<file path="config.mk">
export PLATFORM = sky130hd
export DESIGN_NAME = qsf_flags
export DESIGN_NICKNAME = d
export VERILOG_FILES = /design/src/rtl/qsf_pkg.sv /design/src/rtl/qsf_delay.sv /design/src/rtl/qsf_flags.sv
export SDC_FILE = /design/constraint.sdc
export NUM_CORES = 1
export LEC_CHECK = 0
export ABC_AREA = 1
export BUFFER_PORTS_ARGS = -buffer_cell sky130_fd_sc_hd__clkbuf_2
export CAP_MARGIN = 15
export CORE_MARGIN = 5
export CORE_UTILIZATION = 35
export DETAILED_ROUTE_END_ITERATION = 7
export PLACE_DENSITY = 0.58
export SETUP_SLACK_MARGIN = 0.15
export SLEW_MARGIN = 20
export SYNTH_ARGS = -nofsm -noshare
export SYNTH_HDL_FRONTEND = slang
export SYNTH_HIERARCHICAL = 1
export SYNTH_SLANG_ARGS = --single-unit
</file>
<file path="constraint.sdc">
create_clock -name mclk -period 7.5 [get_ports mclk]
set_clock_uncertainty 0.05 [all_clocks]
set_input_delay 1.125 -clock mclk [delete_from_list [all_inputs] [get_ports mclk]]
set_output_delay 1.125 -clock mclk [all_outputs]
set_load 0.02 [all_outputs]
</file>
<file path="src/rtl/qsf_pkg.sv">
// Constants and types shared by the queue status flag logic.
// Assumes one clock (mclk, 40 ns) drives both the write and the read side.
package qsf_pkg;

    // ----------------------------------------
    // Clock and crossing windows
    // ----------------------------------------
    localparam int MCLK_PERIOD_NS = 40;
    // Write-to-read crossing window, normal mode
    localparam int TSKEW_WR_NS    = 5;
    // Write-to-read crossing window, packet mode
    localparam int TSKEW_PKT_NS   = 7;
    // Read-to-write crossing window, full and almost-full
    localparam int TSKEW_RD_NS    = 5;

    // Least times round up, never below one cycle
    localparam int SKEW_WR_CYC  = ((TSKEW_WR_NS + MCLK_PERIOD_NS - 1) / MCLK_PERIOD_NS) < 1 ? 1 :
                                  ((TSKEW_WR_NS + MCLK_PERIOD_NS - 1) / MCLK_PERIOD_NS);
    localparam int SKEW_PKT_CYC = ((TSKEW_PKT_NS + MCLK_PERIOD_NS - 1) / MCLK_PERIOD_NS) < 1 ? 1 :
                                  ((TSKEW_PKT_NS + MCLK_PERIOD_NS - 1) / MCLK_PERIOD_NS);
    localparam int SKEW_RD_CYC  = ((TSKEW_RD_NS + MCLK_PERIOD_NS - 1) / MCLK_PERIOD_NS) < 1 ? 1 :
                                  ((TSKEW_RD_NS + MCLK_PERIOD_NS - 1) / MCLK_PERIOD_NS);
    // Stages in a delay line; each window plus one violation cycle must fit in them
    localparam int SKEW_MAX_CYC = 4;

    // ----------------------------------------
    // Geometry and defaults
    // ----------------------------------------
    localparam int DEPTH_DEF       = 4096;
    localparam int NQ_DEF          = 4;
    // Occupancy kept in quarter words: a 9-bit word is one unit
    localparam int UNITS_PER_WORD  = 4;
    localparam int OFFSET_LO       = 8;
    localparam int OFFSET_HI       = 128;

    // ----------------------------------------
    // Bus matching ratios
    // ----------------------------------------
    typedef enum logic [2:0] {
        BUS_36_36,
        BUS_36_18,
        BUS_36_9,
        BUS_18_36,
        BUS_9_36
    } qsf_bus_t;

    localparam logic [2:0] UNITS_X9  = 3'h1;
    localparam logic [2:0] UNITS_X18 = 3'h2;
    localparam logic [2:0] UNITS_X36 = 3'h4;

endpackage

</file>
<file path="src/rtl/qsf_delay.sv">
// Crossing-window delay line for one-cycle queue events.
// Assumes len stays between 1 and MAXD while events are in flight.
`timescale 1ns/100ps
module qsf_delay #(
    parameter int MAXD = 4,
    parameter int QW   = 2
) (
    // Clock and reset
    input  wire logic          mclk,
    input  wire logic          rst,
    // Event in
    input  wire logic          in_v,
    input  wire logic [QW-1:0] in_q,
    input  wire logic [2:0]    len,
    // Event out, len cycles later
    output logic               out_v,
    output logic [QW-1:0]      out_q
);

    logic [MAXD-1:0] v_q;
    logic [QW-1:0]   q_q [MAXD];

    generate
        // The shift below needs at least two stages; len is three bits wide
        if (MAXD < 2 || MAXD > 7) begin : g_bad
            $error("qsf_delay: MAXD out of range");
        end
    endgenerate

    always_ff @(posedge mclk) begin
        if (rst) begin
            v_q <= '0;
        end else begin
            v_q <= {v_q[MAXD-2:0], in_v};
        end
    end

    always_ff @(posedge mclk) begin
        q_q[0] <= in_q;
        for (int i = 1; i < MAXD; i++) begin
            q_q[i] <= q_q[i-1];
        end
    end

    // Tap chosen at run time so a violated window costs exactly one more cycle
    always_comb begin
        out_v = 1'b0;
        out_q = '0;
        for (int i = 0; i < MAXD; i++) begin
            if (3'(i + 1) == len) begin
                out_v = v_q[i];
                out_q = q_q[i];
            end
        end
    end

endmodule

</file>
<file path="src/rtl/qsf_flags.sv">
// Status flags of a multi-queue FIFO: output-valid, full, almost-full and
// the per-queue almost-full bus.
// Assumes write and read ports both run on mclk and their inputs are synchronous.
//
// Behaviour
// - 36/36 mode: valid after first word
// - Valid after window, plus one
// - Packet timing only with 36/36 buses
// - Packet mode: valid after packet window, plus one
// - Valid drops at the read that empties
// - 36/36 both selected: full after D+1 writes
// - 36/36 write-only selected: full after D
// - 36 in, narrow out: full after D
// - 18 in: full after 2(D+1) or 2D
// - 9 in: full after 4(D+1) or 4D
// - Full at write; clears after window, plus one
// - 36/36 both selected: almost-full after D+1-m
// - Narrow out or write-only: almost-full after D-m
// - 18 or 9 in: twice or four times D+1-m, whatever the read port selects
// - Offset 8 or 128 from select at reset
// - Almost-full asserts two cycles after write
// - Almost-full clears one cycle after window
// - Bus bits: same assert and clear timing
// - Queue switch may add one cycle
// - Active flag follows write queue, second edge
`timescale 1ns/100ps
module qsf_flags #(
    parameter int DEPTH = qsf_pkg::DEPTH_DEF,
    parameter int NQ    = qsf_pkg::NQ_DEF
) (
    // Clock and reset
    input  wire logic             mclk,
    input  wire logic             rst,
    // Configuration
    input  wire logic [2:0]       bus_mode,
    input  wire logic             packet_mode,
    input  wire logic             default_offset_select,
    input  wire logic             skew_violate,
    // Write port
    input  wire logic             wr_sel_en,
    input  wire logic [$clog2(NQ)-1:0] wr_sel_addr,
    input  wire logic             wr_en,
    // Read port
    input  wire logic             rd_sel_en,
    input  wire logic [$clog2(NQ)-1:0] rd_sel_addr,
    input  wire logic             rd_en,
    // Flags
    output logic                  output_valid_n,
    output logic                  queue_full_n,
    output logic                  almost_full_n,
    output logic [NQ-1:0]         almost_full_bus
);

    // ----------------------------------------
    // Sizes and checks
    // ----------------------------------------
    localparam int QW = $clog2(NQ);
    localparam int CW = $clog2((DEPTH + 1) * qsf_pkg::UNITS_PER_WORD + 1) + 1;

    generate
        if (NQ < 2 || DEPTH < qsf_pkg::OFFSET_HI) begin : g_bad
            $error("qsf_flags: NQ or DEPTH out of range");
        end
        // A violated window adds one stage, so every window plus one must fit the line
        if (qsf_pkg::SKEW_WR_CYC + 1 > qsf_pkg::SKEW_MAX_CYC ||
            qsf_pkg::SKEW_PKT_CYC + 1 > qsf_pkg::SKEW_MAX_CYC ||
            qsf_pkg::SKEW_RD_CYC + 1 > qsf_pkg::SKEW_MAX_CYC) begin : g_bad_skew
            $error("qsf_flags: crossing window longer than the delay line");
        end
    endgenerate

    // ----------------------------------------
    // Bus matching decode
    // ----------------------------------------
    function automatic logic [2:0] in_units(input logic [2:0] m);
        case (qsf_pkg::qsf_bus_t'(m))
            qsf_pkg::BUS_18_36: in_units = qsf_pkg::UNITS_X18;
            qsf_pkg::BUS_9_36:  in_units = qsf_pkg::UNITS_X9;
            default:            in_units = qsf_pkg::UNITS_X36;
        endcase
    endfunction

    function automatic logic [2:0] out_units(input logic [2:0] m);
        case (qsf_pkg::qsf_bus_t'(m))
            qsf_pkg::BUS_36_18: out_units = qsf_pkg::UNITS_X18;
            qsf_pkg::BUS_36_9:  out_units = qsf_pkg::UNITS_X9;
            default:            out_units = qsf_pkg::UNITS_X36;
        endcase
    endfunction

    // Words to quarter-word units; thresholds and counts share one scale
    function automatic logic [CW-1:0] to_units(input logic [CW-1:0] words);
        to_units = CW'(words * CW'(qsf_pkg::UNITS_PER_WORD));
    endfunction

    logic [CW-1:0] inu;
    logic [CW-1:0] outu;
    logic          narrow_out;
    logic          narrow_in;
    logic          pkt_eff;

    assign inu        = CW'(in_units(bus_mode));
    assign outu       = CW'(out_units(bus_mode));
    assign narrow_out = (outu != CW'(qsf_pkg::UNITS_X36));
    assign narrow_in  = (inu != CW'(qsf_pkg::UNITS_X36));
    // Packet timing only holds with 36-bit buses on both ports
    assign pkt_eff    = packet_mode && (qsf_pkg::qsf_bus_t'(bus_mode) == qsf_pkg::BUS_36_36);

    // ----------------------------------------
    // Queue selection and offset
    // ----------------------------------------
    logic [QW-1:0] wq_q;
    logic [QW-1:0] rq_q;
    logic [CW-1:0] off_q;

    always_ff @(posedge mclk) begin
        if (rst) begin
            wq_q <= '0;
        end else if (wr_sel_en) begin
            wq_q <= wr_sel_addr;
        end
    end

    always_ff @(posedge mclk) begin
        if (rst) begin
            rq_q <= '0;
        end else if (rd_sel_en) begin
            rq_q <= rd_sel_addr;
        end
    end

    // Reset is synchronous, so the select level is caught at a clock edge
    always_ff @(posedge mclk) begin
        if (rst) begin
            off_q <= default_offset_select ? CW'(qsf_pkg::OFFSET_HI) : CW'(qsf_pkg::OFFSET_LO);
        end
    end

    // ----------------------------------------
    // Crossing delay lines
    // ----------------------------------------
    logic [2:0]    wlen;
    logic [2:0]    rlen;
    logic          wr_go;
    logic          rd_go;
    logic          wdel_v;
    logic [QW-1:0] wdel_q;
    logic          rdel_v;
    logic [QW-1:0] rdel_q;

    // A violated window costs one more cycle on either side
    assign wlen = 3'(pkt_eff ? qsf_pkg::SKEW_PKT_CYC : qsf_pkg::SKEW_WR_CYC) + {2'h0, skew_violate};
    assign rlen = 3'(qsf_pkg::SKEW_RD_CYC) + {2'h0, skew_violate};

    qsf_delay #(
        .MAXD (qsf_pkg::SKEW_MAX_CYC),
        .QW   (QW)
    ) u_wr_cross (
        .mclk  (mclk),
        .rst   (rst),
        .in_v  (wr_go),
        .in_q  (wq_q),
        .len   (wlen),
        .out_v (wdel_v),
        .out_q (wdel_q)
    );

    qsf_delay #(
        .MAXD (qsf_pkg::SKEW_MAX_CYC),
        .QW   (QW)
    ) u_rd_cross (
        .mclk  (mclk),
        .rst   (rst),
        .in_v  (rd_go),
        .in_q  (rq_q),
        .len   (rlen),
        .out_v (rdel_v),
        .out_q (rdel_q)
    );

    // ----------------------------------------
    // Per-queue occupancy
    // ----------------------------------------
    logic [CW-1:0] cnt_w_q [NQ];
    logic [CW-1:0] cnt_w_d [NQ];
    logic [CW-1:0] cnt_r_q [NQ];
    logic [CW-1:0] cnt_r_d [NQ];
    logic [NQ-1:0] same_q;
    logic [NQ-1:0] full_now;
    logic [NQ-1:0] full_d;
    logic [NQ-1:0] af_now;
    logic [NQ-1:0] af_s1_q;
    logic [NQ-1:0] bus_q;

    // Writes to a full queue and reads from an empty one are ignored
    assign wr_go = wr_en && !full_now[wq_q];
    assign rd_go = rd_en && (cnt_r_q[rq_q] >= outu);

    genvar gi;
    generate
        for (gi = 0; gi < NQ; gi++) begin : g_q
            logic          wr_hit;
            logic          rd_hit;
            logic          extra;
            logic          af_extra;
            logic [CW-1:0] cap;
            logic [CW-1:0] af_lvl;

            assign wr_hit = wr_go && (wq_q == QW'(gi));
            assign rd_hit = rd_go && (rq_q == QW'(gi));
            // The output register holds one more word only when nothing narrows the output
            assign extra  = same_q[gi] && !narrow_out;
            // A narrow input counts the extra word whatever the read port selects,
            // so an empty queue is never almost full before its first write
            assign af_extra = extra || narrow_in;
            // In quarter-word units the ratio folds in by itself
            assign cap    = to_units(CW'(DEPTH) + CW'(extra));
            assign af_lvl = to_units(CW'(DEPTH) + CW'(af_extra) - off_q);

            // Write-side view: own writes at once, reads after the window
            assign cnt_w_d[gi] = cnt_w_q[gi] + (wr_hit ? inu : '0)
                               - ((rdel_v && rdel_q == QW'(gi)) ? outu : '0);
            // Read-side view: own reads at once, writes after the window
            assign cnt_r_d[gi] = cnt_r_q[gi] + ((wdel_v && wdel_q == QW'(gi)) ? inu : '0)
                               - (rd_hit ? outu : '0);

            assign full_now[gi] = (cnt_w_q[gi] >= cap);
            assign full_d[gi]   = (cnt_w_d[gi] >= cap);
            assign af_now[gi]   = (cnt_w_q[gi] >= af_lvl);

            always_ff @(posedge mclk) begin
                if (rst) begin
                    cnt_w_q[gi] <= '0;
                end else begin
                    cnt_w_q[gi] <= cnt_w_d[gi];
                end
            end

            always_ff @(posedge mclk) begin
                if (rst) begin
                    cnt_r_q[gi] <= '0;
                end else begin
                    cnt_r_q[gi] <= cnt_r_d[gi];
                end
            end

            // Remember whether the first word went in with both ports on this queue
            always_ff @(posedge mclk) begin
                if (rst) begin
                    same_q[gi] <= 1'b0;
                end else if (wr_hit && cnt_w_q[gi] == '0) begin
                    same_q[gi] <= (rq_q == wq_q);
                end
            end

            // Two stages to assert, one to clear
            always_ff @(posedge mclk) begin
                if (rst) begin
                    af_s1_q[gi] <= 1'b0;
                end else begin
                    af_s1_q[gi] <= af_now[gi];
                end
            end

            always_ff @(posedge mclk) begin
                if (rst) begin
                    bus_q[gi] <= 1'b1;
                end else begin
                    bus_q[gi] <= !(af_now[gi] && af_s1_q[gi]);
                end
            end
        end
    endgenerate

    // ----------------------------------------
    // Flag outputs
    // ----------------------------------------
    always_ff @(posedge mclk) begin
        if (rst) begin
            output_valid_n <= 1'b1;
        end else begin
            // Falls as the delayed first word lands; rises at the emptying read
            output_valid_n <= !(cnt_r_d[rq_q] >= outu);
        end
    end

    always_ff @(posedge mclk) begin
        if (rst) begin
            queue_full_n <= 1'b1;
        end else begin
            queue_full_n <= !full_d[wq_q];
        end
    end

    // The active flag reads the registered selection, so a switch shows on the second edge
    always_ff @(posedge mclk) begin
        if (rst) begin
            almost_full_n <= 1'b1;
        end else begin
            almost_full_n <= !(af_now[wq_q] && af_s1_q[wq_q]);
        end
    end

    // Bus bits carry no switch penalty here; the allowed extra cycle is never taken
    assign almost_full_bus = bus_q;

endmodule

</file>
# Yosys cells after proc, flatten, opt, wreduce, memory -nomap -nowiden

Memories as Yosys holds them, arrays and structs flattened. A register that Yosys moved wholly into a read port is not among the register bits.
Index checks and enable logic that the tools add are counted.

Add/subtract/negate cells: 29
$lt $le $gt $ge: 16
Divide/modulo/power cells: 0
Shift operators: 0
Equality and inequality tests: 23
Bitwise operators: 9
$mul: 0
Reduce and logical (&&, ||, !) cells: 52
Mux-type cells: 59

Operator list:

| kind                    | number |
|---|---|
| $ge A16 B16 Y1          | 12 |
| $mux W16                | 10 |
| $add A16 B3 Y16         | 8 |
| $sub A16 B3 Y16         | 8 |
| $add A13 B1 Y14 const A | 8 |
| $logic_not A16 Y1       | 4 |
| $sub A14 B8 Y14         | 4 |
| $mux W3                 | 16 |
| $bmux W16 S2            | 1 |
| $ge A16 B3 Y1           | 2 |
| $logic_and A1 B1 Y1     | 31 |
| $mux W2                 | 10 |
| $eq A2 B2 Y1 const B    | 8 |
| $mux W1                 | 15 |
| $pmux W3 S2             | 2 |
| $logic_not A1 Y1        | 9 |
| $bmux W1 S2             | 4 |
| $eq A2 B1 Y1 const B    | 4 |
| $logic_not A2 Y1        | 4 |
| $mux W8                 | 1 |
| $or A1 B1 Y1            | 8 |
| $eq A3 B2 Y1 const B    | 2 |
| $ne A3 B3 Y1 const B    | 2 |
| $eq A2 B2 Y1 const A    | 2 |
| other kinds (10)        | 13 |

Bits in writable memories: 144
ROM bits: 0
Memories kept: 4
Logic and storage cells: 212
Bits of input ports: 16
Output and inout bits: 7
Bits in latches: 0
Register bits after elaboration: 35

Memories:

| name           | words | bits a word | rd ports | clocked after Yosys merged registers in | wr ports | line             | RTL |
|---|---|---|---|---|---|---|---|
| cnt_r_q        | 4     | 16          | 5        | 1                                       | 4        | qsf_flags.sv:186 | `logic [CW-1:0] cnt_r_q [NQ];` |
| cnt_w_q        | 4     | 16          | 4        | 0                                       | 4        | qsf_flags.sv:184 | `logic [CW-1:0] cnt_w_q [NQ];` |
| u_rd_cross.q_q | 4     | 2           | 4        | 0                                       | 4        | qsf_delay.sv:21  | `logic [QW-1:0] q_q [MAXD];` |
| u_wr_cross.q_q | 4     | 2           | 4        | 0                                       | 4        | qsf_delay.sv:21  |  |

# Longest topological paths before layout

Gate-level depths: netlist (run 1).

Word-level depth: 19
Mapped depth: 35
Mapped depth without buffers: 34

# Modules after synthesis

The synthesis (run 1) kept the hierarchy.

By module, submodules not included:

| module    | cells each | sequential area each (µm²) | area each (µm²) | instances |
|---|---|---|---|---|
| qsf_flags | 2478       | 3042.9                     | 15315.9         | 1 |
| qsf_delay | 41         | 240.2                      | 400.4           | 2 |

# Least setup slack after synthesis (run 1)

No wires, ideal clock.

Path kind: input to register
Start: input bus_mode[1]
End: register queue_full_n
Arrival time: 5.364 ns
Setup time: 0.064 ns
Path slack: 2.023 ns
Stages: 30
Cells stage by stage: inv_1 > nor3_1 > clkinv_1 > nand2_1 > buf_2 > nor2_1 > ha_1 > and3_1 > nand4_1 > nand3_1 > nand2_1 > nand2_1 > nor2_1 > nand2_2 > nor2_2 > nand2_1 > fa_1 > fa_1 > xor2_1 > ha_1 > nand3_1 > nand2_1 > nand3b_1 > nor2_1 > nand2_1 > nor2_1 > nand3_1 > nand2_1 > nand2_1 > nand4_1

Word-level cells in the longest chain between the ends: 19
Elaborated cells on any way between the ends: 51
Those cells by class: 12 x add/sub; 8 x order compare; 5 x eq/ne; 14 x mux; 12 x reduce/logical

Ends and longest elaborated chain:

| element                                             | line             | RTL |
|---|---|---|
| start, declared                                     | qsf_flags.sv:35  | `input wire logic [2:0] bus_mode,` |
| $eq A3 B2 Y1 / $eq A3 B1 Y1 (equally long branches) | qsf_flags.sv:84  | `case (qsf_pkg::qsf_bus_t'(m))` |
| $pmux W3 S2                                         | qsf_flags.sv:84  |  |
| $ne A3 B3 Y1                                        | qsf_flags.sv:104 | `assign narrow_out = (outu != CW'(qsf_pkg::UNITS_X36));` |
| $logic_not A1 Y1                                    | qsf_flags.sv:212 | `assign extra = same_q[gi] && !narrow_out;` |
| $logic_and A1 B1 Y1                                 | qsf_flags.sv:212 |  |
| $add A13 B1 Y14                                     | qsf_flags.sv:217 | `assign cap = to_units(CW'(DEPTH) + CW'(extra));` |
| $ge A16 B16 Y1                                      | qsf_flags.sv:227 | `assign full_now[gi] = (cnt_w_q[gi] >= cap);` |
| $bmux W1 S2                                         | qsf_flags.sv:196 | `assign wr_go = wr_en && !full_now[wq_q];` |
| [3 not listed]                                      | --               |  |
| $logic_and A1 B1 Y1                                 | qsf_flags.sv:209 | `assign wr_hit = wr_go && (wq_q == QW'(gi));` |
| $mux W3                                             | qsf_flags.sv:221 | `assign cnt_w_d[gi] = cnt_w_q[gi] + (wr_hit ? inu : '0)` |
| $add A16 B3 Y16                                     | qsf_flags.sv:221 |  |
| $sub A16 B3 Y16                                     | qsf_flags.sv:222 | `- ((rdel_v && rdel_q == QW'(gi)) ? outu : '0);` |
| $ge A16 B16 Y1                                      | qsf_flags.sv:228 | `assign full_d[gi] = (cnt_w_d[gi] >= cap);` |
| $bmux W1 S2 *                                       | qsf_flags.sv:291 | `queue_full_n <= !full_d[wq_q];` |
| $mux W1 (implied by the code) *                     | qsf_flags.sv:291 |  |
| $logic_not A1 Y1 *                                  | qsf_flags.sv:291 |  |
| end signal, assigned                                | qsf_flags.sv:291 |  |
| end, declared                                       | qsf_flags.sv:49  | `output logic queue_full_n,` |

Mark *: on every way between the ends. The rest lies on a longest branch, timed or not. The select of a mux whose other input is x is not followed.
A chain may end at the register's enable or synchronous reset.

# Worst setup path in the final report (run 1)

Start: input bus_mode[2]
End: register output_valid_n

Word-level cells in the longest chain between the ends: 12
Elaborated cells on any way between the ends: 33
Those cells by class: 8 x add/sub; 2 x order compare; 4 x eq/ne; 13 x mux; 6 x reduce/logical

Ends and longest elaborated chain:

| element                                             | line             | RTL |
|---|---|---|
| $eq A3 B2 Y1 / $eq A3 B1 Y1 (equally long branches) | qsf_flags.sv:84  |  |
| $pmux W3 S2                                         | qsf_flags.sv:84  |  |
| $ge A16 B3 Y1                                       | qsf_flags.sv:197 | `assign rd_go = rd_en && (cnt_r_q[rq_q] >= outu);` |
| $logic_and A1 B1 Y1                                 | qsf_flags.sv:197 |  |
| $logic_and A1 B1 Y1                                 | qsf_flags.sv:210 | `assign rd_hit = rd_go && (rq_q == QW'(gi));` |
| $mux W3                                             | qsf_flags.sv:225 | `- (rd_hit ? outu : '0);` |
| $sub A16 B3 Y16                                     | qsf_flags.sv:225 |  |
| $bmux W16 S2                                        | qsf_flags.sv:283 | `output_valid_n <= !(cnt_r_d[rq_q] >= outu);` |
| $mux W16 (implied by the code) (2 in a row)         | qsf_flags.sv:283 |  |
| $ge A16 B3 Y1 *                                     | qsf_flags.sv:283 |  |
| $logic_not A1 Y1 *                                  | qsf_flags.sv:283 |  |
| end signal, assigned                                | qsf_flags.sv:283 |  |
| end, declared                                       | qsf_flags.sv:48  | `output logic output_valid_n,` |

Marks and branches as above.

==> impl_metrics.yaml, run 1 <==
drt:
  viasPerCell: 4.88
  drt.antenna.violating_nets: 0
  firstDrtPassIters: 6
  vias: 15631
  drt_iter0_markers: 886
  postRouteWirelength_um: 42600
  avgRoutedWirePerCell_um: 13.3
  detail_route.drc_violations: 0
floorplanning:
  core_area_um2: 45500
  chip_height_um: 225
  num_rows: 78
  fp.dieArea_um2: 50400
  ios: 23
  die_x_um: 225
  start_util: 0.354
setup_path:
  worst-setup-path-type: "input pin to flop"
  timing.critical_path.required_ns: 7.84
  crit_path_end_kind: "flop"
  cpPeakStageDelay_ns: 0.41
  timing.critical_path.fanout_max: 12
  regToRegSetupSlack_ns: 1.83
  cpMaxStageDelayCell: "sky130_fd_sc_hd__fa_1"
  timing.critical_path.from: "bus_mode[2]"
  timing.critical_path.arrival_ns: 6.06
  critical_path.startpoint_type: "input pin"
clocking:
  cts_max_path_buffers: 2
  cts_repair_resize_count: 0
  cts-htree-levels: 4
  clk_pin_slew_worst_paths_ns: 0.08
  cts_inserted_buffers: 17
  numClockSinks: 175
  cts.repair_timing.setup_buffer_count: 0
  cts-root-buf: "sky130_fd_sc_hd__clkbuf_16"
  clk_latency_ns: 0.46
  tritoncts: "yes"
  cts_hold_repair.buffers: 0
yosys:
  post_synth_num_cell_types: 48
  synth_top_cells_by_area: "sky130_fd_sc_hd__dfxtp_1, sky130_fd_sc_hd__ha_1, sky130_fd_sc_hd__nand2_1"
  yosys.cell_count.top_type: "sky130_fd_sc_hd__nand2_1"
  yosys.area.top_type_share: 0.215
  post_synth_instance_area_um2: 16100
  syn_area_cell_um2: 6.30
  synth_sequential_area_ratio: 0.219
  syn-instance-count: 2560
  ys_seq_elements: 175
  asyncSetResetFlopFracSynth: 0
  synthesis.yosys.warnings: 6
  synth.largest_area_cell: "sky130_fd_sc_hd__dfxtp_1"
  ys_top_cells_by_count: "sky130_fd_sc_hd__nand2_1, sky130_fd_sc_hd__inv_1, sky130_fd_sc_hd__nor2_1"
  synth-main-ff-cell: "sky130_fd_sc_hd__dfxtp_1"
  synth-edff-count: 2
cells_and_area:
  multiInputGateArea_um2: 10700
  flow.area_growth_from_synthesis_pct: 8.68
  final_cell_area_um2: 17500
  antenna-diode-count: 0
  post_route_cells_drive_above_1_share: 0.0411
  finish.net_count: 2854
  layout.area.seq_um2: 3520
  layout_filler_cell_count: 4910
timing:
  fmax_ghz: 0.175
  finalCritPeriodShare: 0.763
  finalSetupViolCount: 0
  setup_total_negative_slack_ns: 0
  finalWorstPathRequiredPeriod_ns: 5.72
  setup_repair_after_global_routing_missed_its_margin: "no"
  final_hold_viol_count: 0
  drv_slew: 0
  worstMarginPinSlew_ns: 0.968
  max_slew_margin: 0.355
grt:
  grt_remaining_overflow: 0
  grt_first_pass_wirelength_um: 70300
  grt_use_total: 0.168
  grt_start_max_net_pins: 83
  grt_pass1_vias: 14802
  antenna_found_initial: 0
pwr:
  power.combinational.fraction: 0.716
  intPower_mw: 3.79
  p_switching_mw: 4.51
  clk_pwr_share: 0.110
  pwr-share-seq: 0.174
  irDropWorstVdd_uv: 144
  switch_share: 0.543
  power.leakage_nw: 9.27
  power.density_cell_area_nw_per_um2: 474
placement:
  dpl.hpwl_um: 34200
  numPortBuffers: 21
  gpl_wtd_cong: 0.892
  placement.cell_area_um2: 16900
run:
  cap_violations: 0
hold_path:
  timing.hold.worst.class: "flop to flop"
  hp-start: "u_rd_cross/q_q[0][0]"
outcome:
  run_status: "finished clean"
## per-layer routing
metal	part of all wire	vias to the layer above	GRT usage
met2	0.46	211	0.280
met4	0.014	0	0.0416
met1	0.50	7172	0.231
li1	-	8212	-
met5	0	-	0
met3	0.030	36	0.0198
## layout by cell type (no fill, tap or decap), drive strengths merged, types with 2 or more instances in the layout
cell / instances
and2: 5
nand3: 209
clkinv: 4
o21bai: 13
xor2: 17
a21oi: 166
nand3b: 22
edfxtp: 2
xnor2: 9
a221oi: 3
clkbuf: 39
bufinv: 2
o221ai: 2
nor3: 34
conb: 10
a211oi: 3
nor2: 315
a41oi: 2
o21ai: 48
nand4: 59
buf: 9
or2: 5
clkinvlp: 4
ha: 222
o22ai: 2
a21o: 3
nand2: 678
nor4: 20
inv: 490
o31ai: 3
fa: 24
dfxtp: 173
## final timing paths
check | cells past startpoint | end
worst max register to register | 27 | output_valid_n
worst min register to register | 0 | u_rd_cross/q_q[1][0]
worst max-delay path | 29 | output_valid_n
worst min-delay path | 0 | u_rd_cross/q_q[1][0]
## sequential cells by signal (all words and copies together) (netlist names), named ones only
| name | flops |
|---|---|
| same_q | 4 |
| queue_full_n | 1 |
| almost_full_bus | 4 |
| cnt_r_q | 64 |
| u_wr_cross/v_q | 4 |
| u_rd_cross/q_q | 8 |
| rq_q | 2 |
| cnt_w_q | 64 |
| af_s1_q | 4 |
| u_wr_cross/q_q | 8 |
| almost_full_n | 1 |
| output_valid_n | 1 |
| wq_q | 2 |
| off_q | 2 |
| u_rd_cross/v_q | 4 |
## final cells by class
| cell class | instances | share of cell area |
|---|---|---|
| well taps | 600 | 0.0429 |
| clock buffers | 19 | 0.0247 |
| multi-input cells | 1881 | 0.609 |
| flip-flops and latches | 175 | 0.201 |
| clock inverters | 12 | 0.00771 |
| inverters | 488 | 0.105 |
| repair buffers | 29 | 0.00957 |
## critical path, delay by kind of cell
family,cells,cell delay (ns)
adder cells (fa/ha/maj),5,1.41
XOR/XNOR,1,0.19
AND/OR/NAND/NOR,13,1.86
buffers and inverters,6,0.78
AO/OA/AOI/OAI,4,0.67
## stage by stage
stage / instances / power (mW) / setup slack (ns) / util / hold slack (ns)
after CTS: 3204 / 8.30 / 1.81 / 0.385 / 0.305
after detailed placement: 3173 / 7.34 / 1.33 / 0.373 / 0.291
after global placement: 3173 / 7.27 / 1.40 / 0.373 / 0.285
after global routing: 3204 / 9.30 / 1.32 / 0.385 / 0.313
after floorplan: 2569 / 6.05 / 2.02 / - / 0.276
final: 3204 / 8.29 / 1.78 / 0.385 / 0.304
## power groups by stage
stage                     clock (mW)  combinational, mW  sequential, mW
after floorplan                    0               4.65            1.40
after global placement             0               5.81            1.46
after detailed placement           0               5.88            1.46
after CTS                      0.947               5.91            1.45
after global routing           0.980               6.84            1.48
final                          0.915               5.94            1.44
## logic make-up (layout without fill, tap and decap cells)
family / count (synthesis) / in the layout / share of synthesized area
other cells: 1 / 10 / 0.000233
simple gates: 1349 / 1349 / 0.358
buf+inv: 513 / 548 / 0.121
flops: 175 / 175 / 0.219
compound gates: 250 / 250 / 0.0859
fa+ha+maj: 246 / 246 / 0.202
xor+xnor: 26 / 26 / 0.0141
No activity file was read; power rests on OpenSTA's default activity.
==> inputs of run 2 (changes only) <==
- ABC_AREA: 1 -> 0
- clock period: 7.5 -> 5.9 ns (I/O delays scaled with it)
==> impl_metrics.yaml, run 2 <==
yosys:
  yosys.cell_count.top_type: "sky130_fd_sc_hd__inv_1"
  synth-main-ff-cell: "sky130_fd_sc_hd__dfxtp_1"
  syn-instance-count: 1791
  syn_area_cell_um2: 8.28
  ys_top_cells_by_count: "sky130_fd_sc_hd__inv_1, sky130_fd_sc_hd__ha_1, sky130_fd_sc_hd__nor2_1"
  synth-edff-count: 2
  post_synth_instance_area_um2: 14800
  synth.largest_area_cell: "sky130_fd_sc_hd__dfxtp_1"
  yosys.area.top_type_share: 0.234
  synthesis.yosys.warnings: 6
  post_synth_num_cell_types: 103
  asyncSetResetFlopFracSynth: 0
  synth_top_cells_by_area: "sky130_fd_sc_hd__dfxtp_1, sky130_fd_sc_hd__ha_1, sky130_fd_sc_hd__inv_1"
  ys_seq_elements: 175
  synth_sequential_area_ratio: 0.238
placement:
  dpl.hpwl_um: 29000
  dpl.cell_count: 2481
  placement.cell_area_um2: 16700
  gpl_wtd_cong: 0.866
  numPortBuffers: 21
setup_path:
  critical_path.startpoint_type: "input pin"
  regToRegSetupSlack_ns: 0.43
  crit_path_cell_trace: "clkbuf_2 -> or3b_4 -> and3_4 -> ha_1 -> or3b_4 -> a31oi_4 -> o21ai_1 -> nand2_1 -> a211oi_2 -> o311a_4 -> and2_4 -> nand2_2 -> fa_1 -> buf_6 -> fa_2 -> nor2b_2 -> o31a_1 -> o21a_1 -> o21ai_4 -> a31o_4 -> a21oi_2 -> and4bb_2 -> o21a_1 -> a2111o_1"
  cpPeakStageDelay_ns: 0.43
  r2r.worst_path.cells: 25
  timing.critical_path.arrival_ns: 5.99
  timing.critical_path.fanout_max: 6
  worst-setup-path-type: "input pin to flop"
  crit_path_end_kind: "flop"
  timing.critical_path.required_ns: 6.19
  rr_endpoint: "output_valid_n"
  cpMaxStageDelayCell: "sky130_fd_sc_hd__or3b_4"
clocking:
  cts-root-buf: "sky130_fd_sc_hd__clkbuf_16"
  cts-htree-levels: 4
  clk_pin_slew_worst_paths_ns: 0.07
  numClockSinks: 175
  tritoncts: "yes"
  clk_latency_ns: 0.46
  cts_max_path_buffers: 2
  cts_inserted_buffers: 17
timing:
  final.hold.worst_slack_ns: 0.299
  finalSetupViolCount: 0
  drv_slew: 0
  fmax_ghz: 0.175
  setup_repair_after_global_routing_missed_its_margin: "yes"
  setup_total_negative_slack_ns: 0
  worstMarginPinSlew_ns: 1.09
  max_slew_margin: 0.276
  final_hold_viol_count: 0
  finalCritPeriodShare: 0.966
  finalWorstPathRequiredPeriod_ns: 5.70
hold_path:
  timing.hold.worst.class: "flop to flop"
  worstHoldEndpoint: "u_rd_cross/q_q[1][1]"
  hp-start: "u_rd_cross/q_q[0][1]"
  count_of_cells_along_the_worst_hold_path: 0
grt:
  antenna_found_initial: 1
  grt_pass1_vias: 12885
  groute.layer.met3.usage: 0.0210
  gr-usage-met1: 0.220
  grt_util_met2: 0.269
  globalRoute.busiestLayer: "met2"
  grt_first_pass_wirelength_um: 62900
  grt_start_max_net_pins: 57
  grt_remaining_overflow: 0
  grt_use_total: 0.161
floorplanning:
  core_area_um2: 41900
  die_x_um: 216
  ios: 23
  fp.dieArea_um2: 46600
  start_util: 0.354
  chip_height_um: 216
  num_rows: 75
drt:
  avgRoutedWirePerCell_um: 14.9
  viasPerCell: 5.09
  postRouteWirelength_um: 37800
  detail_route.drc_violations: 0
  vias: 12939
  drt_iter0_markers: 658
  drt.antenna.violating_nets: 0
  firstDrtPassIters: 5
cells_and_area:
  layout.cells.most_common: "sky130_fd_sc_hd__inv_1"
  post_route_cells_drive_above_1_share: 0.186
  final_cell_count_no_fill: 2540
  flow.area_growth_from_synthesis_pct: 21.2
  reg_top3: "cnt_r_q (64), cnt_w_q (64)"
  final_cell_area_um2: 18000
  finish.net_count: 2249
  most-common-layout-cells: "sky130_fd_sc_hd__inv_1, sky130_fd_sc_hd__ha_1, sky130_fd_sc_hd__nor2_1"
run:
  cap_violations: 0
outcome:
  run_status: "finished clean"
pwr:
  power.density_cell_area_nw_per_um2: 631
  irDropWorstVdd_uv: 226
  power.leakage_nw: 8.08
run 2: cell types whose count changed after synthesis, moves of 23 or more:
cell and change:
sky130_fd_sc_hd__nand2_1 -584, sky130_fd_sc_hd__inv_1 -250, sky130_fd_sc_hd__nand3_1 -155, sky130_fd_sc_hd__nor2_1 -99, sky130_fd_sc_hd__a21oi_1 -64, sky130_fd_sc_hd__nor2b_1 +46, sky130_fd_sc_hd__xnor2_1 +44, sky130_fd_sc_hd__nand4_1 -40
sky130_fd_sc_hd__xor2_1 +28, sky130_fd_sc_hd__nand2b_1 +26, sky130_fd_sc_hd__a21o_1 +25, sky130_fd_sc_hd__o21a_1 +25, sky130_fd_sc_hd__a31oi_1 +23
run 2: cell type report:
type                    count  area, µm²
fillers                  4087      24000
multi-input cells        1366      10900
flip-flops and latches    175       3520
repair buffers            201       1490
inverters                 226        848
well taps                 539        674
clock buffers              19        443
clock inverters            13        114
diodes                      1       2.50
run 2: worst max-delay path by stage:
stage / from / to / cells after the start
2_1_floorplan: bus_mode[2] / queue_full_n / 23
3_3_place_gp: bus_mode[2] / queue_full_n / 23
3_5_place_dp: bus_mode[2] / queue_full_n / 24
4_1_cts: bus_mode[0] / queue_full_n / 24
5_1_grt: bus_mode[1] / queue_full_n / 25
6_report: bus_mode[1] / queue_full_n / 24
run 2: logic make-up after synthesis:
| family | after synthesis | share of synthesized area |
|---|---|---|
| flops | 175 | 0.238 |
| other cells | 1 | 0.000253 |
| compound gates | 380 | 0.184 |
| fa+ha+maj | 246 | 0.220 |
| simple gates | 609 | 0.211 |
| xor+xnor | 98 | 0.0579 |
| mux | 23 | 0.0220 |
| buf+inv | 259 | 0.0672 |
run 2: where the power goes:
group          internal [mW]  switching [mW]
clock                  0.594           0.529
combinational           4.21            4.18
sequential              1.56           0.279
run 2: per-stage QoR:
step	setup WS [ns]	power (mW)	utilization
2_1_floorplan	0.156	7.02	-
3_3_place_gp	-0.533	9.41	0.398
3_5_place_dp	-0.610	9.52	0.398
4_1_cts	0.131	11.0	0.418
5_1_grt	-0.0263	12.4	0.429
6_report	0.201	11.3	0.429
run 2: metal layers:
metal,up-vias,share of wire
met5,-,0
met4,0,0.015
met3,43,0.025
met2,140,0.46
met1,6079,0.50
li1,6677,-
run 2: timing repair:
item / in CTS / in global routing
setup endpoints to repair: 2 / 5
buffers inserted: 15 / 11
pin swaps: 51 / 67
gates resized for setup: 42 / 72
hold buffers: 0 / 0
run 2: critical path: cells and delay by family:
kind	cells	cell delay, ns
simple gates	8	1.71
fa+ha+maj	3	1.10
buf+inv	2	0.24
compound gates	11	2.02
==> inputs of run 3 (changes only) <==
- clock period: 5.9 -> 7.4 ns (I/O delays scaled with it)
==> impl_metrics.yaml, run 3 (synthesized netlist as in run 2, its figures left out) <==
outcome:
  run_status: "finished clean"
placement:
  dpl_worst_slack_ns: 0.0655
  dpl.cell_count: 2340
  dpl.hpwl_um: 28000
  placement.cell_area_um2: 15600
  gpl_wtd_cong: 0.836
  numPortBuffers: 21
floorplanning:
  core_area_um2: 41900
  ios: 23
  start_util: 0.354
  chip_height_um: 216
  fp.dieArea_um2: 46600
  num_rows: 75
  die_x_um: 216
setup_path:
  cp_top_family: "compound AO/OA/AOI/OAI gates"
  timing.critical_path.fanout_max: 8
  cpMaxStageDelayCell: "sky130_fd_sc_hd__or3b_2"
  crit_path_cell_trace: "clkbuf_2 -> or3b_2 -> and3_1 -> ha_1 -> or3b_2 -> a31oi_1 -> o21ai_0 -> a21boi_0 -> o221ai_1 -> o311a_1 -> and2_1 -> nand2_1 -> fa_1 -> inv_1 -> ha_1 -> a21oi_1 -> o211a_1 -> a2111oi_1 -> o311a_1 -> a2bb2oi_2 -> xor2_1 -> and4bb_2 -> o21a_1 -> a2111o_1"
  crit_path_end_kind: "flop"
  worst-setup-path-type: "input pin to flop"
  cpPeakStageDelay_ns: 0.62
  timing.critical_path.required_ns: 7.68
  timing.critical_path.arrival_ns: 7.18
  buffers_inverters_on_critical_path: 2
  critical_path.startpoint_type: "input pin"
cells_and_area:
  antenna-diode-count: 0
  final_cell_area_um2: 16200
  finish.net_count: 2082
  multiInputGateArea_um2: 10300
  flow.area_growth_from_synthesis_pct: 9.31
  layout_filler_cell_count: 4254
  finalCoreUtilization: 0.386
  layout.area.seq_um2: 3520
  layout.cells.most_common: "sky130_fd_sc_hd__inv_1"
  most-common-layout-cells: "sky130_fd_sc_hd__inv_1, sky130_fd_sc_hd__ha_1, sky130_fd_sc_hd__nor2_1"
  reg_top3: "cnt_r_q (64), cnt_w_q (64)"
  post_route_cells_drive_above_1_share: 0.0660
  final_cell_count_no_fill: 2372
pwr:
  intPower_mw: 4.04
  power.total_mw: 7.61
  irDropWorstVdd_uv: 147
  switch_share: 0.469
  power.combinational.fraction: 0.681
  p_switching_mw: 3.57
  power.density_cell_area_nw_per_um2: 470
  clk_pwr_share: 0.128
  power.leakage_nw: 7.19
  pwr-share-seq: 0.191
drt:
  firstDrtPassIters: 5
  detail_route.drc_violations: 0
  avgRoutedWirePerCell_um: 15.3
  drt.antenna.violating_nets: 0
  postRouteWirelength_um: 36400
  drt_iter0_markers: 651
  vias: 12317
  viasPerCell: 5.19
clocking:
  cts-root-buf: "sky130_fd_sc_hd__clkbuf_16"
  numClockSinks: 175
  tritoncts: "yes"
  cts_repair_resize_count: 0
  cts_max_path_buffers: 2
  clk_latency_ns: 0.46
  cts_inserted_buffers: 17
  clk_pin_slew_worst_paths_ns: 0.07
  cts.repair_timing.setup_buffer_count: 0
  cts-htree-levels: 4
  cts_hold_repair.buffers: 0
timing:
  max_slew_margin: 0.404
  finalSetupViolCount: 0
  setup_total_negative_slack_ns: 0
  fmax_ghz: 0.145
  finalWorstPathRequiredPeriod_ns: 6.89
  final.hold.worst_slack_ns: 0.303
  setup_repair_after_global_routing_missed_its_margin: "no"
  worstMarginPinSlew_ns: 0.895
  finalCritPeriodShare: 0.932
  drv_slew: 0
  final_critical_path_setup_slack_ns: 0.506
  final_hold_viol_count: 0
grt:
  globalRoute.busiestLayer: "met2"
  grt_first_pass_wirelength_um: 60700
  groute.layer.met3.usage: 0.0177
  grt_use_total: 0.156
  antenna_found_initial: 0
  gr-usage-met1: 0.217
  grt_util_met2: 0.260
  grt_start_max_net_pins: 72
  grt_pass1_vias: 12291
  grt_remaining_overflow: 0
hold_path:
  timing.hold.worst.class: "flop to flop"
run:
  cap_violations: 0
==> run 3: metal layers <==
metal | share of wire | up-vias
met1 | 0.51 | 5840
met2 | 0.46 | 121
li1 | - | 6334
met5 | 0 | -
met3 | 0.021 | 22
met4 | 0.010 | 0
==> run 3: path summary, 6_finish.rpt <==
path | depth (start not counted) | slack (ns) | end | start
min reg2reg | 0 | 0.30 | u_wr_cross/q_q[1][0] | u_wr_cross/q_q[0][0]
max reg2reg | 21 | 1.32 | output_valid_n | flop
min | 0 | 0.30 | u_wr_cross/q_q[1][0] | u_wr_cross/q_q[0][0]
max | 24 | 0.51 | queue_full_n | bus_mode[2]
==> run 3: cell type report <==
cell class                      count  area share
Multi-Input combinational cell   1366       0.638
Clock inverter                     12     0.00980
Sequential cell                   175       0.217
Clock buffer                       20      0.0282
Timing Repair Buffer               34      0.0127
Tap cell                          539      0.0416
Inverter                          226      0.0523
==> run 3: power groups by stage <==
stage,registers (mW),logic (mW),clock network (mW)
floorplan,1.42,4.17,0
global placement,1.47,5.04,0
detailed placement,1.48,5.13,0
CTS,1.46,5.18,1.00
global route,1.50,5.87,1.03
finish,1.46,5.18,0.975
